===== src/dcsrm_regs.vh =====
// register map constants for the dual channel serial register bank
`ifndef DCSRM_REGS_VH
`define DCSRM_REGS_VH
`define DCSRM_ADDR_W        13
`define DCSRM_A_PORT_CFG    13'h0000
`define DCSRM_A_DEV_ID      13'h0001
`define DCSRM_A_GRADE       13'h0002
`define DCSRM_A_CH_SEL      13'h0005
`define DCSRM_A_XFER        13'h00FF
`define DCSRM_A_SHD_LO      13'h0008
`define DCSRM_A_SHD_HI      13'h0038
`define DCSRM_A_PROG_HI     13'h0025
`define DCSRM_A_MODES       13'h0008
`define DCSRM_A_CLOCK       13'h0009
`define DCSRM_A_GAP         13'h0013
`define DCSRM_RST_PORT_CFG  8'h18
`define DCSRM_RST_CH_SEL    8'h03
`define DCSRM_RST_MODES     8'h00
`define DCSRM_RST_CLOCK     8'h01
`define DCSRM_RST_XFER      8'h00
`define DCSRM_RST_GRADE     8'h00
`define DCSRM_XFER_CMD      8'h01
`define DCSRM_CFG_LSB_HI    6
`define DCSRM_CFG_LSB_LO    1
`define DCSRM_CFG_SRST_HI   5
`define DCSRM_CFG_SRST_LO   2
`define DCSRM_CFG_ONES      8'h18
`define DCSRM_CFG_MASK      8'h66
`define DCSRM_CH_A_BIT      0
`define DCSRM_CH_B_BIT      1
`define DCSRM_MODES_MASK    8'h03
`define DCSRM_CLOCK_MASK    8'h01
`define DCSRM_CH_SEL_MASK   8'h03
`define DCSRM_INSTR_BITS    5'd16
`define DCSRM_RW_BIT        15
`define DCSRM_LEN_HI        14
`define DCSRM_LEN_LO        13
`define DCSRM_SHD_DEPTH     64
`endif


===== src/dcsrm_shadow_mem.v =====
// holding and operating copies of the program registers, one bank per channel
`timescale 1ns/10ps
module dcsrm_shadow_mem #(
  parameter DEPTH = 64,
  parameter AW    = 6
) (
  // clock and reset
  input  wire          ref_clk,
  input  wire          sys_rst,
  // holding side write and read
  input  wire          hold_we,
  input  wire [AW-1:0] hold_addr,
  input  wire [7:0]    hold_wdata,
  output reg  [7:0]    hold_rdata_ff,
  // commit all holding words at once
  input  wire          commit,
  // operating copy readout
  input  wire [AW-1:0] oper_addr,
  output reg  [7:0]    oper_rdata_ff
);
  reg [7:0] hold_ff [0:DEPTH-1];
  reg [7:0] oper_ff [0:DEPTH-1];
  genvar i;
  generate
    for (i = 0; i < DEPTH; i = i + 1) begin : g_word
      localparam [AW-1:0] WORD_IDX = i;
      always @(posedge ref_clk) begin
        if (sys_rst) begin
          hold_ff[i] <= 8'h00;
          oper_ff[i] <= 8'h00;
        end else begin
          if (hold_we && hold_addr == WORD_IDX)
            hold_ff[i] <= hold_wdata;
          // all words copy in one edge so settings move together
          if (commit)
            oper_ff[i] <= hold_ff[i];
        end
      end
    end
  endgenerate
  always @(posedge ref_clk) begin
    if (sys_rst) begin
      hold_rdata_ff <= 8'h00;
      oper_rdata_ff <= 8'h00;
    end else begin
      hold_rdata_ff <= hold_ff[hold_addr];
      oper_rdata_ff <= oper_ff[oper_addr];
    end
  end
endmodule // dcsrm_shadow_mem


===== src/dcsrm_spi_regs.v =====
// serial port slave and register bank for the dual channel converter
`timescale 1ns/10ps
`include "dcsrm_regs.vh"
module dcsrm_spi_regs #(
  parameter [7:0] DEV_ID    = 8'h5C, // arbitrary identification value
  parameter       SHD_DEPTH = `DCSRM_SHD_DEPTH
) (
  // clock and reset
  input  wire       ref_clk,
  input  wire       sys_rst,
  // serial pins, sampled on ref_clk
  input  wire       sclk_pin,
  input  wire       select_n_pin,
  input  wire       serial_data_powerdown_pin_i,
  output reg        serial_data_powerdown_pin_o_ff,
  output reg        serial_data_powerdown_pin_oe_n_ff,
  // operating settings for the converter
  output reg        powerdown_ff,
  output reg  [1:0] pd_mode_a_ff,
  output reg  [1:0] pd_mode_b_ff,
  output reg        duty_cycle_stabilizer_ff,
  output reg        port_active_ff
);
  localparam AW = 6;
  localparam [2:0] ST_IDLE = 3'd0;
  localparam [2:0] ST_INSTR = 3'd1;
  localparam [2:0] ST_WDATA = 3'd2;
  localparam [2:0] ST_RLOAD = 3'd3;
  localparam [2:0] ST_RDATA = 3'd4;

  // pin synchronisers
  reg [1:0] sclk_sync_ff;
  reg [1:0] sel_sync_ff;
  reg [1:0] sdi_sync_ff;
  reg       sclk_d_ff;
  always @(posedge ref_clk) begin
    if (sys_rst) begin
      sclk_sync_ff <= 2'b00;
      sel_sync_ff  <= 2'b11;
      sdi_sync_ff  <= 2'b11;
      sclk_d_ff    <= 1'b0;
    end else begin
      sclk_sync_ff <= {sclk_sync_ff[0], sclk_pin};
      sel_sync_ff  <= {sel_sync_ff[0], select_n_pin};
      sdi_sync_ff  <= {sdi_sync_ff[0], serial_data_powerdown_pin_i};
      sclk_d_ff    <= sclk_sync_ff[1];
    end
  end
  wire sclk_s  = sclk_sync_ff[1];
  wire sel_n_s = sel_sync_ff[1];
  wire sdi_s   = sdi_sync_ff[1];
  wire sclk_rise = sclk_s & ~sclk_d_ff;
  wire sclk_fall = ~sclk_s & sclk_d_ff;

  // registers
  reg [7:0]  port_cfg_ff;
  reg [7:0]  ch_sel_ff;
  reg [7:0]  xfer_ff;
  reg [7:0]  modes_hold_ff;
  reg [7:0]  modes_oper_ff;
  reg [7:0]  clock_hold_ff;
  reg [7:0]  clock_oper_ff;
  reg        port_used_ff;
  // serial engine
  reg [2:0]  state_ff;
  reg [15:0] sh_ff;
  reg [4:0]  cnt_ff;
  reg [12:0] addr_ff;
  reg        rd_ff;
  reg [7:0]  rbyte_ff;

  wire lsb_first = port_cfg_ff[`DCSRM_CFG_LSB_HI] | port_cfg_ff[`DCSRM_CFG_LSB_LO];
  wire soft_rst  = port_cfg_ff[`DCSRM_CFG_SRST_HI] | port_cfg_ff[`DCSRM_CFG_SRST_LO];
  wire sel_a = ch_sel_ff[`DCSRM_CH_A_BIT];
  wire sel_b = ch_sel_ff[`DCSRM_CH_B_BIT];

  // incoming byte assembled in the current bit order
  wire [7:0] in_byte = lsb_first ? {sdi_s, sh_ff[7:1]} : {sh_ff[6:0], sdi_s};
  wire       byte_done = sclk_rise && cnt_ff == 5'd7;
  wire       wr_strobe = (state_ff == ST_WDATA) && byte_done;

  wire in_shadow = addr_ff >= `DCSRM_A_SHD_LO && addr_ff <= `DCSRM_A_SHD_HI;
  wire [12:0]   shd_off  = addr_ff - `DCSRM_A_SHD_LO;
  wire [AW-1:0] mem_addr = shd_off[AW-1:0];
  wire is_local = in_shadow && addr_ff != `DCSRM_A_MODES && addr_ff != `DCSRM_A_CLOCK;
  wire mem_we_a = wr_strobe && is_local && sel_a;
  wire mem_we_b = wr_strobe && is_local && sel_b;
  wire xfer_go  = xfer_ff[0];
  wire [7:0] mem_rd_a;
  wire [7:0] mem_rd_b;

  dcsrm_shadow_mem #(.DEPTH(SHD_DEPTH), .AW(AW)) u_mem_a (
    .ref_clk(ref_clk), .sys_rst(sys_rst | soft_rst), .hold_we(mem_we_a), .hold_addr(mem_addr),
    .hold_wdata(in_byte), .hold_rdata_ff(mem_rd_a), .commit(xfer_go), .oper_addr(mem_addr),
    .oper_rdata_ff());
  dcsrm_shadow_mem #(.DEPTH(SHD_DEPTH), .AW(AW)) u_mem_b (
    .ref_clk(ref_clk), .sys_rst(sys_rst | soft_rst), .hold_we(mem_we_b), .hold_addr(mem_addr),
    .hold_wdata(in_byte), .hold_rdata_ff(mem_rd_b), .commit(xfer_go), .oper_addr(mem_addr),
    .oper_rdata_ff());

  // read mux
  reg [7:0] rd_mux;
  always @* begin
    rd_mux = 8'h00;
    if (addr_ff == `DCSRM_A_PORT_CFG) begin
      rd_mux = port_cfg_ff | `DCSRM_CFG_ONES;
    end else if (addr_ff == `DCSRM_A_DEV_ID) begin
      rd_mux = DEV_ID;
    end else if (addr_ff == `DCSRM_A_GRADE) begin
      rd_mux = `DCSRM_RST_GRADE;
    end else if (addr_ff == `DCSRM_A_CH_SEL) begin
      rd_mux = ch_sel_ff;
    end else if (addr_ff == `DCSRM_A_XFER) begin
      rd_mux = xfer_ff;
    end else if (addr_ff == `DCSRM_A_MODES) begin
      rd_mux = modes_hold_ff;
    end else if (addr_ff == `DCSRM_A_CLOCK) begin
      rd_mux = clock_hold_ff;
    end else if (is_local) begin
      rd_mux = sel_a ? mem_rd_a : mem_rd_b;
    end
  end

  // serial state machine
  always @(posedge ref_clk) begin
    if (sys_rst || sel_n_s) begin
      // select high ends any frame; high at all times keeps port off
      state_ff <= ST_IDLE;
      cnt_ff   <= 5'd0;
      sh_ff    <= 16'h0000;
      addr_ff  <= 13'h0000;
      rd_ff    <= 1'b0;
      rbyte_ff <= 8'h00;
      serial_data_powerdown_pin_oe_n_ff <= 1'b1;
      serial_data_powerdown_pin_o_ff    <= 1'b0;
    end else begin
      case (state_ff)
        ST_IDLE: begin
          state_ff <= ST_INSTR;
          cnt_ff   <= 5'd0;
        end
        ST_INSTR: begin
          if (sclk_rise) begin
            sh_ff  <= lsb_first ? {sdi_s, sh_ff[15:1]} : {sh_ff[14:0], sdi_s};
            cnt_ff <= cnt_ff + 5'd1;
            if (cnt_ff == `DCSRM_INSTR_BITS - 5'd1) begin
              if (lsb_first) begin
                rd_ff   <= sdi_s;
                addr_ff <= sh_ff[13:1];
              end else begin
                rd_ff   <= sh_ff[14];
                addr_ff <= {sh_ff[11:0], sdi_s};
              end
              cnt_ff   <= 5'd0;
              state_ff <= (lsb_first ? sdi_s : sh_ff[14]) ? ST_RLOAD : ST_WDATA;
            end
          end
        end
        ST_WDATA: begin
          if (sclk_rise) begin
            sh_ff  <= {8'h00, in_byte};
            cnt_ff <= (cnt_ff == 5'd7) ? 5'd0 : cnt_ff + 5'd1;
          end
          if (byte_done)
            addr_ff <= lsb_first ? addr_ff + 13'd1 : addr_ff - 13'd1; // streaming
        end
        ST_RLOAD: begin
          // memory read data is registered: wait one extra edge after a new address
          if (cnt_ff == 5'd0) begin
            cnt_ff <= 5'd2;
          end else if (sclk_fall || cnt_ff == 5'd2) begin
            rbyte_ff <= rd_mux;
            state_ff <= ST_RDATA;
            cnt_ff   <= 5'd0;
          end
        end
        ST_RDATA: begin
          serial_data_powerdown_pin_oe_n_ff <= 1'b0;
          if (sclk_fall) begin
            serial_data_powerdown_pin_o_ff <= lsb_first ? rbyte_ff[cnt_ff[2:0]] : rbyte_ff[3'd7 - cnt_ff[2:0]];
            cnt_ff <= cnt_ff + 5'd1;
            if (cnt_ff == 5'd7) begin
              addr_ff  <= lsb_first ? addr_ff + 13'd1 : addr_ff - 13'd1;
              state_ff <= ST_RLOAD;
              cnt_ff   <= 5'd1;
            end
          end
        end
        default: state_ff <= ST_IDLE;
      endcase
    end
  end

  // register writes; gaps such as 0x04 simply drop writes, while 0x13 is a shadow memory word and takes writes
  always @(posedge ref_clk) begin
    if (sys_rst || soft_rst) begin
      port_cfg_ff   <= `DCSRM_RST_PORT_CFG;
      ch_sel_ff     <= `DCSRM_RST_CH_SEL;
      xfer_ff       <= `DCSRM_RST_XFER;
      modes_hold_ff <= `DCSRM_RST_MODES;
      modes_oper_ff <= `DCSRM_RST_MODES;
      clock_hold_ff <= `DCSRM_RST_CLOCK;
      clock_oper_ff <= `DCSRM_RST_CLOCK;
    end else begin
      if (xfer_go) begin
        modes_oper_ff <= modes_hold_ff;
        clock_oper_ff <= clock_hold_ff;
      end
      // a command arriving as the bit clears still lands
      xfer_ff <= (wr_strobe && addr_ff == `DCSRM_A_XFER) ? (in_byte & `DCSRM_XFER_CMD) : 8'h00;
      if (wr_strobe) begin
        if (addr_ff == `DCSRM_A_PORT_CFG)
          port_cfg_ff <= (in_byte & `DCSRM_CFG_MASK) | `DCSRM_CFG_ONES;
        else if (addr_ff == `DCSRM_A_CH_SEL)
          ch_sel_ff <= in_byte & `DCSRM_CH_SEL_MASK;
        else if (addr_ff == `DCSRM_A_MODES)
          modes_hold_ff <= in_byte & `DCSRM_MODES_MASK;
        else if (addr_ff == `DCSRM_A_CLOCK)
          clock_hold_ff <= in_byte & `DCSRM_CLOCK_MASK;
      end
    end
  end

  // pin strap fallback and outputs
  always @(posedge ref_clk) begin
    if (sys_rst) begin
      port_used_ff             <= 1'b0;
      port_active_ff           <= 1'b0;
      powerdown_ff             <= 1'b1;
      pd_mode_a_ff             <= 2'b00;
      pd_mode_b_ff             <= 2'b00;
      duty_cycle_stabilizer_ff <= 1'b1;
    end else begin
      if (!sel_n_s)
        port_used_ff <= 1'b1;
      port_active_ff <= port_used_ff;
      // until the port is ever selected the data pin is a static control
      powerdown_ff <= port_used_ff ? (modes_oper_ff[1:0] == 2'b01) : sdi_s;
      pd_mode_a_ff <= modes_oper_ff[1:0];
      pd_mode_b_ff <= modes_oper_ff[1:0];
      duty_cycle_stabilizer_ff <= clock_oper_ff[0];
    end
  end
endmodule // dcsrm_spi_regs


===== config.mk =====
export PLATFORM = sky130hd
export DESIGN_NAME = dcsrm_spi_regs
export DESIGN_NICKNAME = d
export VERILOG_FILES = /design/src/dcsrm_shadow_mem.v /design/src/dcsrm_spi_regs.v
export VERILOG_INCLUDE_DIRS = /design/src
export SDC_FILE = /design/constraint.sdc
export NUM_CORES = 2
export LEC_CHECK = 0
export BUFFER_PORTS_ARGS = -buffer_cell sky130_fd_sc_hd__buf_4
export CAP_MARGIN = 20
export CORE_ASPECT_RATIO = 0.7
export CORE_MARGIN = 1
export CORE_UTILIZATION = 24
export DETAILED_ROUTE_END_ITERATION = 12
export PLACE_DENSITY_LB_ADDON = 0.2
export SYNTH_ARGS = -nofsm -noshare
export SYNTH_HDL_FRONTEND = slang
export SYNTH_SLANG_ARGS = --single-unit

===== constraint.sdc =====
create_clock -name ref_clk -period 3.85 [get_ports ref_clk]
set_clock_uncertainty 0.05 [all_clocks]
set_input_delay 0.77 -clock ref_clk [delete_from_list [all_inputs] [get_ports ref_clk]]
set_output_delay 0.77 -clock ref_clk [all_outputs]
set_load 0.005 [all_outputs]

After elaboration in Yosys (flattened, before gate mapping):

Memory sizes are Yosys's and may differ from the RTL's. A register that Yosys moved wholly into a read port is not among the register bits.
Cells that the tools add are included.

* flip-flop bits (word level): 80
* memory bits (writable): 1024
* input bits: 5
* output and inout bits: 9
* logic and storage cells: 982
* memories: 2

Memory list
* u_mem_a.hold_ff: depth 64, bits a word 8, rd ports 1, clocked after memory_dff 1, wr ports 64, line dcsrm_shadow_mem.v:21 `reg [7:0] hold_ff [0:DEPTH-1];`
* u_mem_b.hold_ff: depth 64, bits a word 8, rd ports 1, clocked after memory_dff 1, wr ports 64, line dcsrm_shadow_mem.v:21

* add/subtract/negate cells: 5
* order comparisons: 4
* equality and inequality tests: 88
* multiplexer cells: 560
* bitwise operators: 141
* reduce and logical (&&, ||, !) cells: 158

Operators with widths (count)
* $mux 8: 138
* $mux 1: 392
* $eq 6x6->1 const B: 32
* $logic_and 1x1->1: 137
* $or 1x1->1: 131
* $eq 6x5->1 const B: 16
* $mux 13: 7
* $eq 6x4->1 const B: 8
* $mux 16: 3
* $mux 5: 8
* $pmux 13 s3: 1
* $pmux 16 s2: 1
* $eq 13x4->1 const B: 2
* $ne 13x4->1 const B: 2
* $pmux 5 s5: 1
* $eq 6x3->1 const B: 4
* $mux 3: 6
* $ne 2x2->1 const B: 8
* $pmux 3 s5: 1
* $add 13x1->13 const B: 1
* $eq 13x1->1 const B: 1
* $eq 13x2->1 const B: 1
* $eq 13x3->1 const B: 1
* $eq 13x8->1 const B: 1
* 35 further kinds: 53

Depth between registers and ports, before layout:

* depth in word-level cells: 12
* gate-level depth with buffers: 13

Modules after synthesis:

Synthesis repeated with hierarchy kept, for this count alone.

* cells, all modules: 6468
* area total of the unflattened synthesis: 98742.2 um2

Modules (own cells, without submodules)
* dcsrm_shadow_mem at u_mem_b: times used 1, cells each 2939, area each 47157.7 um2
* dcsrm_shadow_mem at u_mem_a: times used 1, cells each 2988, area each 47155.2 um2
* dcsrm_spi_regs: times used 1, cells each 541, area each 4429.2 um2

Worst setup path after synthesis:

No wires, ideal clock.

* kind: register -> register
* start point: register addr_ff[1]
* end point: memory u_mem_b.hold_ff[10][0], enable pin
* setup time: 384 ps
* data arrival time: 3403 ps
* required time: 3416 ps
* setup slack: 13 ps
* stages on the path, launching flop included: 14
* cells stage by stage: dfxtp_1 buf_2 buf_1 clkbuf_1 inv_1 ha_1 clkbuf_1 nor2_1 o311ai_4 nor3_2 nand2b_1 buf_4 buf_2 o21ai_0

RTL lines
* start: declaration: line dcsrm_spi_regs.v:68 `reg [12:0] addr_ff;`
* start signal: assignment: line dcsrm_spi_regs.v:149 `addr_ff <= sh_ff[13:1];`
* start signal: assignment: line dcsrm_spi_regs.v:152 `addr_ff <= {sh_ff[11:0], sdi_s};`
* start signal: assignment: line dcsrm_spi_regs.v:165 `addr_ff <= lsb_first ? addr_ff + 13'd1 : addr_ff - 13'd1;`
* end: declaration: line dcsrm_shadow_mem.v:21

Worst setup path after layout:

* start point: register addr_ff[1]
* end point: register u_mem_b.hold_rdata_ff[6], read port of u_mem_b.hold_ff

* longest elaborated chain between the ends: 1

Ends and longest elaborated chain
* $sub 6x4->6 (no source line)
* end: declaration: line dcsrm_shadow_mem.v:14 `output reg [7:0] hold_rdata_ff,`

Every way passes these cells.
A chain may end at the register's enable or synchronous reset.

==> key figures <==
Die
  • Die width: 547 um
  • Die Y-Extent: 383 um
  • Row cnt: 139
  • Core area: 206000 um^2
  • Io pins: 14
  • Initial Util: 24.2%
  • Die area: 210000 um^2

Timing
  • Period utilisation layout: 92.8%
  • Rel. slew slack: 28.0%
  • Tmin final: 3570 ps
  • Setup TNS: 0 ps
  • Measured slew at the worst slew-check pin: 1080 ps
  • Max-slew violation count: 0
  • RSZ-0062 raised after global routing: no
  • Endpoints failing hold: 0
  • Setup-failing EPs final: 0
  • Fmax: 280 MHz

Yosys
  • Post-synthesis sequential area ratio: 65.3%
  • Synth Flop Type: edfxtp_1
  • YS warnings: 0
  • Syn Inst Count: 3601
  • Mean Syn Cell Area: 13.8 um^2
  • Yosys reg bits: 1113
  • Post-synth EDFFs: 1024
  • Synth cell types: 84
  • Synth Cell Area: 49900 um^2
  • Syn nets: 3619
  • Ys async rst share: 0%

Cells and area
  • Multi-input logic area: 15500 um^2
  • Layout fillers: 20800
  • Layout Area Growth over Synthesis: 16.4%
  • Fraction of layout instances using a drive strength above 1: 24.8%
  • Design area: 58000 um^2
  • Seq. cell area: 32500 um^2
  • Final #Nets: 3740

Clock tree
  • Hold Buf Count CTS: 0
  • Setup Fix Bufs, Post-CTS: 0
  • TritonCTS buffer count: 111
  • CTS Root Cell: clkbuf_16
  • Clock Pin Slew Worst Setup and Hold Paths: 70 ps
  • CTS max path bufs: 3
  • Clock Latency Late Sink: 740 ps
  • # H-tree levels: 3
  • CTS tree: done
  • CTS sink count: 1113
  • Resize count post-CTS: 0

Power
  • Sw frac: 22.2%
  • Cell Int Power: 19.9 mW
  • Static leakage: 17.7 nW
  • Clock share of power: 42.9%
  • Psw: 5.70 mW
  • Power Dens Cells: 442 nW/um^2
  • Combinational power share: 3.0%
  • Reg power frac: 54.1%
  • VDD IR-drop max: 0.390 mV

Drt
  • Drt pass-1 iters: 5
  • WL/cell: 25.3 um
  • DR iter-0 viols: 3249
  • Post-DRT Antenna Nets: 0
  • Drt total wl: 166000 um
  • Vias: 31200
  • Avg Vias per Cell: 4.75
  • Final routed DRC violation total: 0

Worst setup path
  • Reg2reg setup slack: 280 ps
  • CP Launch Type: flop
  • Element type at the critical path end: flop
  • Max FO, Critical Path: 38
  • Crit path arrival time: 4130 ps
  • Critical path required time: 4410 ps
  • CP Class: flop to flop

Placed design
  • IO Port Bufs: 13
  • Gpl congestion: 0.828
  • DP HPWL: 107000 um
  • Dpl cell area: 54400 um^2

Hold path
  • Hold Path Class: input port to flop

Run status
  • Outcome: complete, no violations

Job
  • Max-cap viol count: 0

Global routing
  • Initial antenna violation count: 6
  • Pin count of the biggest net entering global routing: 136
  • GRT overflow: 0
  • Vias in the first global route: 30500
  • First-pass GRT wire length: 238000 um
  • Total GRT Usage: 15.7%
cell families after synthesis:
kind of cell	count (synthesis)	synth area share, %
mux	301	12.6
flops	1113	65.3
simple gates	1384	12.2
buf+inv	350	3.81
compound gates	434	5.63
fa+ha+maj	13	0.326
xor+xnor	6	0.136
placed cells by master, fill, tap and decap left out, types with 8 or more instances in the layout:
cell | synthesis | layout
a32o_1 | 8 | 8
buf_4 | 7 | 314
nor2b_1 | 16 | 14
mux2i_1 | 29 | 29
and3_1 | 8 | 8
nor2_1 | 977 | 976
mux2_2 | 10 | 10
clkinv_2 | 0 | 26
o21ai_0 | 153 | 152
a21oi_1 | 63 | 63
nand2_4 | 10 | 16
a211oi_1 | 13 | 12
and2_1 | 10 | 9
dfxtp_1 | 89 | 87
nor3_1 | 16 | 16
nand3_1 | 59 | 59
clkinv_1 | 1 | 26
a22oi_1 | 121 | 121
buf_12 | 0 | 27
inv_1 | 15 | 15
ha_1 | 13 | 13
mux4_2 | 262 | 262
a22o_1 | 16 | 16
clkbuf_16 | 0 | 113
or3_1 | 18 | 18
nand2_1 | 88 | 88
edfxtp_1 | 1024 | 1024
clkbuf_1 | 144 | 17
nor2_2 | 112 | 112
or2_2 | 10 | 10
per-layer routing:
| metal | track usage, % | up-vias | wire, um |
|---|---|---|---|
| li1 | - | 13600 | - |
| met1 | 24.7 | 16400 | 84500 |
| met2 | 20.9 | 1056 | 65000 |
| met3 | 4.43 | 143 | 13900 |
| met4 | 3.06 | 0 | 2720 |
| met5 | 0 | - | 0 |
synthesized netlist by cell type (7+ instances only):
cell type,number,area (um^2)
a211oi_1,13,97.6
a21oi_1,63,315
a22o_1,16,140
a22oi_1,121,908
a32o_1,8,80.1
and2_1,10,62.6
and3_1,8,50.1
buf_1,8,30.0
buf_2,120,601
buf_4,7,52.6
buf_6,54,608
clkbuf_1,144,541
dfxtp_1,89,1780
edfxtp_1,1024,30700
ha_1,13,163
inv_1,15,56.3
mux2_2,10,113
mux2i_1,29,290
mux4_2,262,5900
nand2_1,88,330
nand2_4,10,113
nand2b_1,9,56.3
nand3_1,59,295
nand4_1,7,43.8
nor2_1,977,3670
nor2_2,112,701
nor2b_1,16,100
nor3_1,16,80.1
o21ai_0,153,766
o2bb2ai_1,7,61.3
or2_2,10,62.6
or3_1,18,113
flip-flops by register name, indices dropped and copies added (netlist names), 3 cells and up:
name                   count
u_mem_a.hold_ff          512
u_mem_b.hold_ff          512
sh_ff                     16
addr_ff                   13
rbyte_ff                   8
u_mem_a.hold_rdata_ff      8
u_mem_b.hold_rdata_ff      8
cnt_ff                     5
port_cfg_ff                4
state_ff                   3
final cells by class:
class / instances / share of cell area, %
Sequential cell: 1113 / 56.1
Multi-Input combinational cell: 2138 / 26.7
Tap cell: 2749 / 5.93
Clock buffer: 133 / 5.05
Timing Repair Buffer: 342 / 5.00
Clock inverter: 76 / 1.13
Inverter: 16 / 0.104
Antenna cell: 2 / 0.00863
critical path, stage by stage (launching register included):
cell and delay (ps):
dfxtp_4 420, buf_4 560, buf_4 550, mux4_2 390
a22oi_1 460, nand2_1 170, a22o_1 420, or3_1 360
final timing paths:
check	start	end	cells past startpoint
worst max-delay path	addr_ff[1]	u_mem_b.hold_rdata_ff[6]	7
worst min register to register	sel_sync_ff[0]	sel_sync_ff[1]	1
worst min-delay path	select_n_pin	sel_sync_ff[0]	2
worst max register to register	addr_ff[1]	u_mem_b.hold_rdata_ff[6]	7
metrics by stage:
stage	instances	setup slack, ps	hold WS (ps)	power, mW	utilization [%]
after global routing	6568	206	158	26.4	28.2
after CTS	6567	317	147	25.9	28.2
final	6569	277	204	25.6	28.2
after detailed placement	6358	356	351	14.9	26.5
after floorplan	3601	12.9	339	14.4	-
after global placement	6356	144	345	14.9	26.5
power by group through the flow:
stage / Sequential, mW / Clock [mW] / Combinational [mW]
floorplan: 14.0 / 0 / 0.417
global placement: 14.1 / 0 / 0.786
detailed placement: 14.1 / 0 / 0.786
CTS: 13.8 / 11.3 / 0.789
global route: 13.9 / 11.7 / 0.833
finish: 13.8 / 11.0 / 0.781
Note: power is estimated with default switching activity, not from simulation.
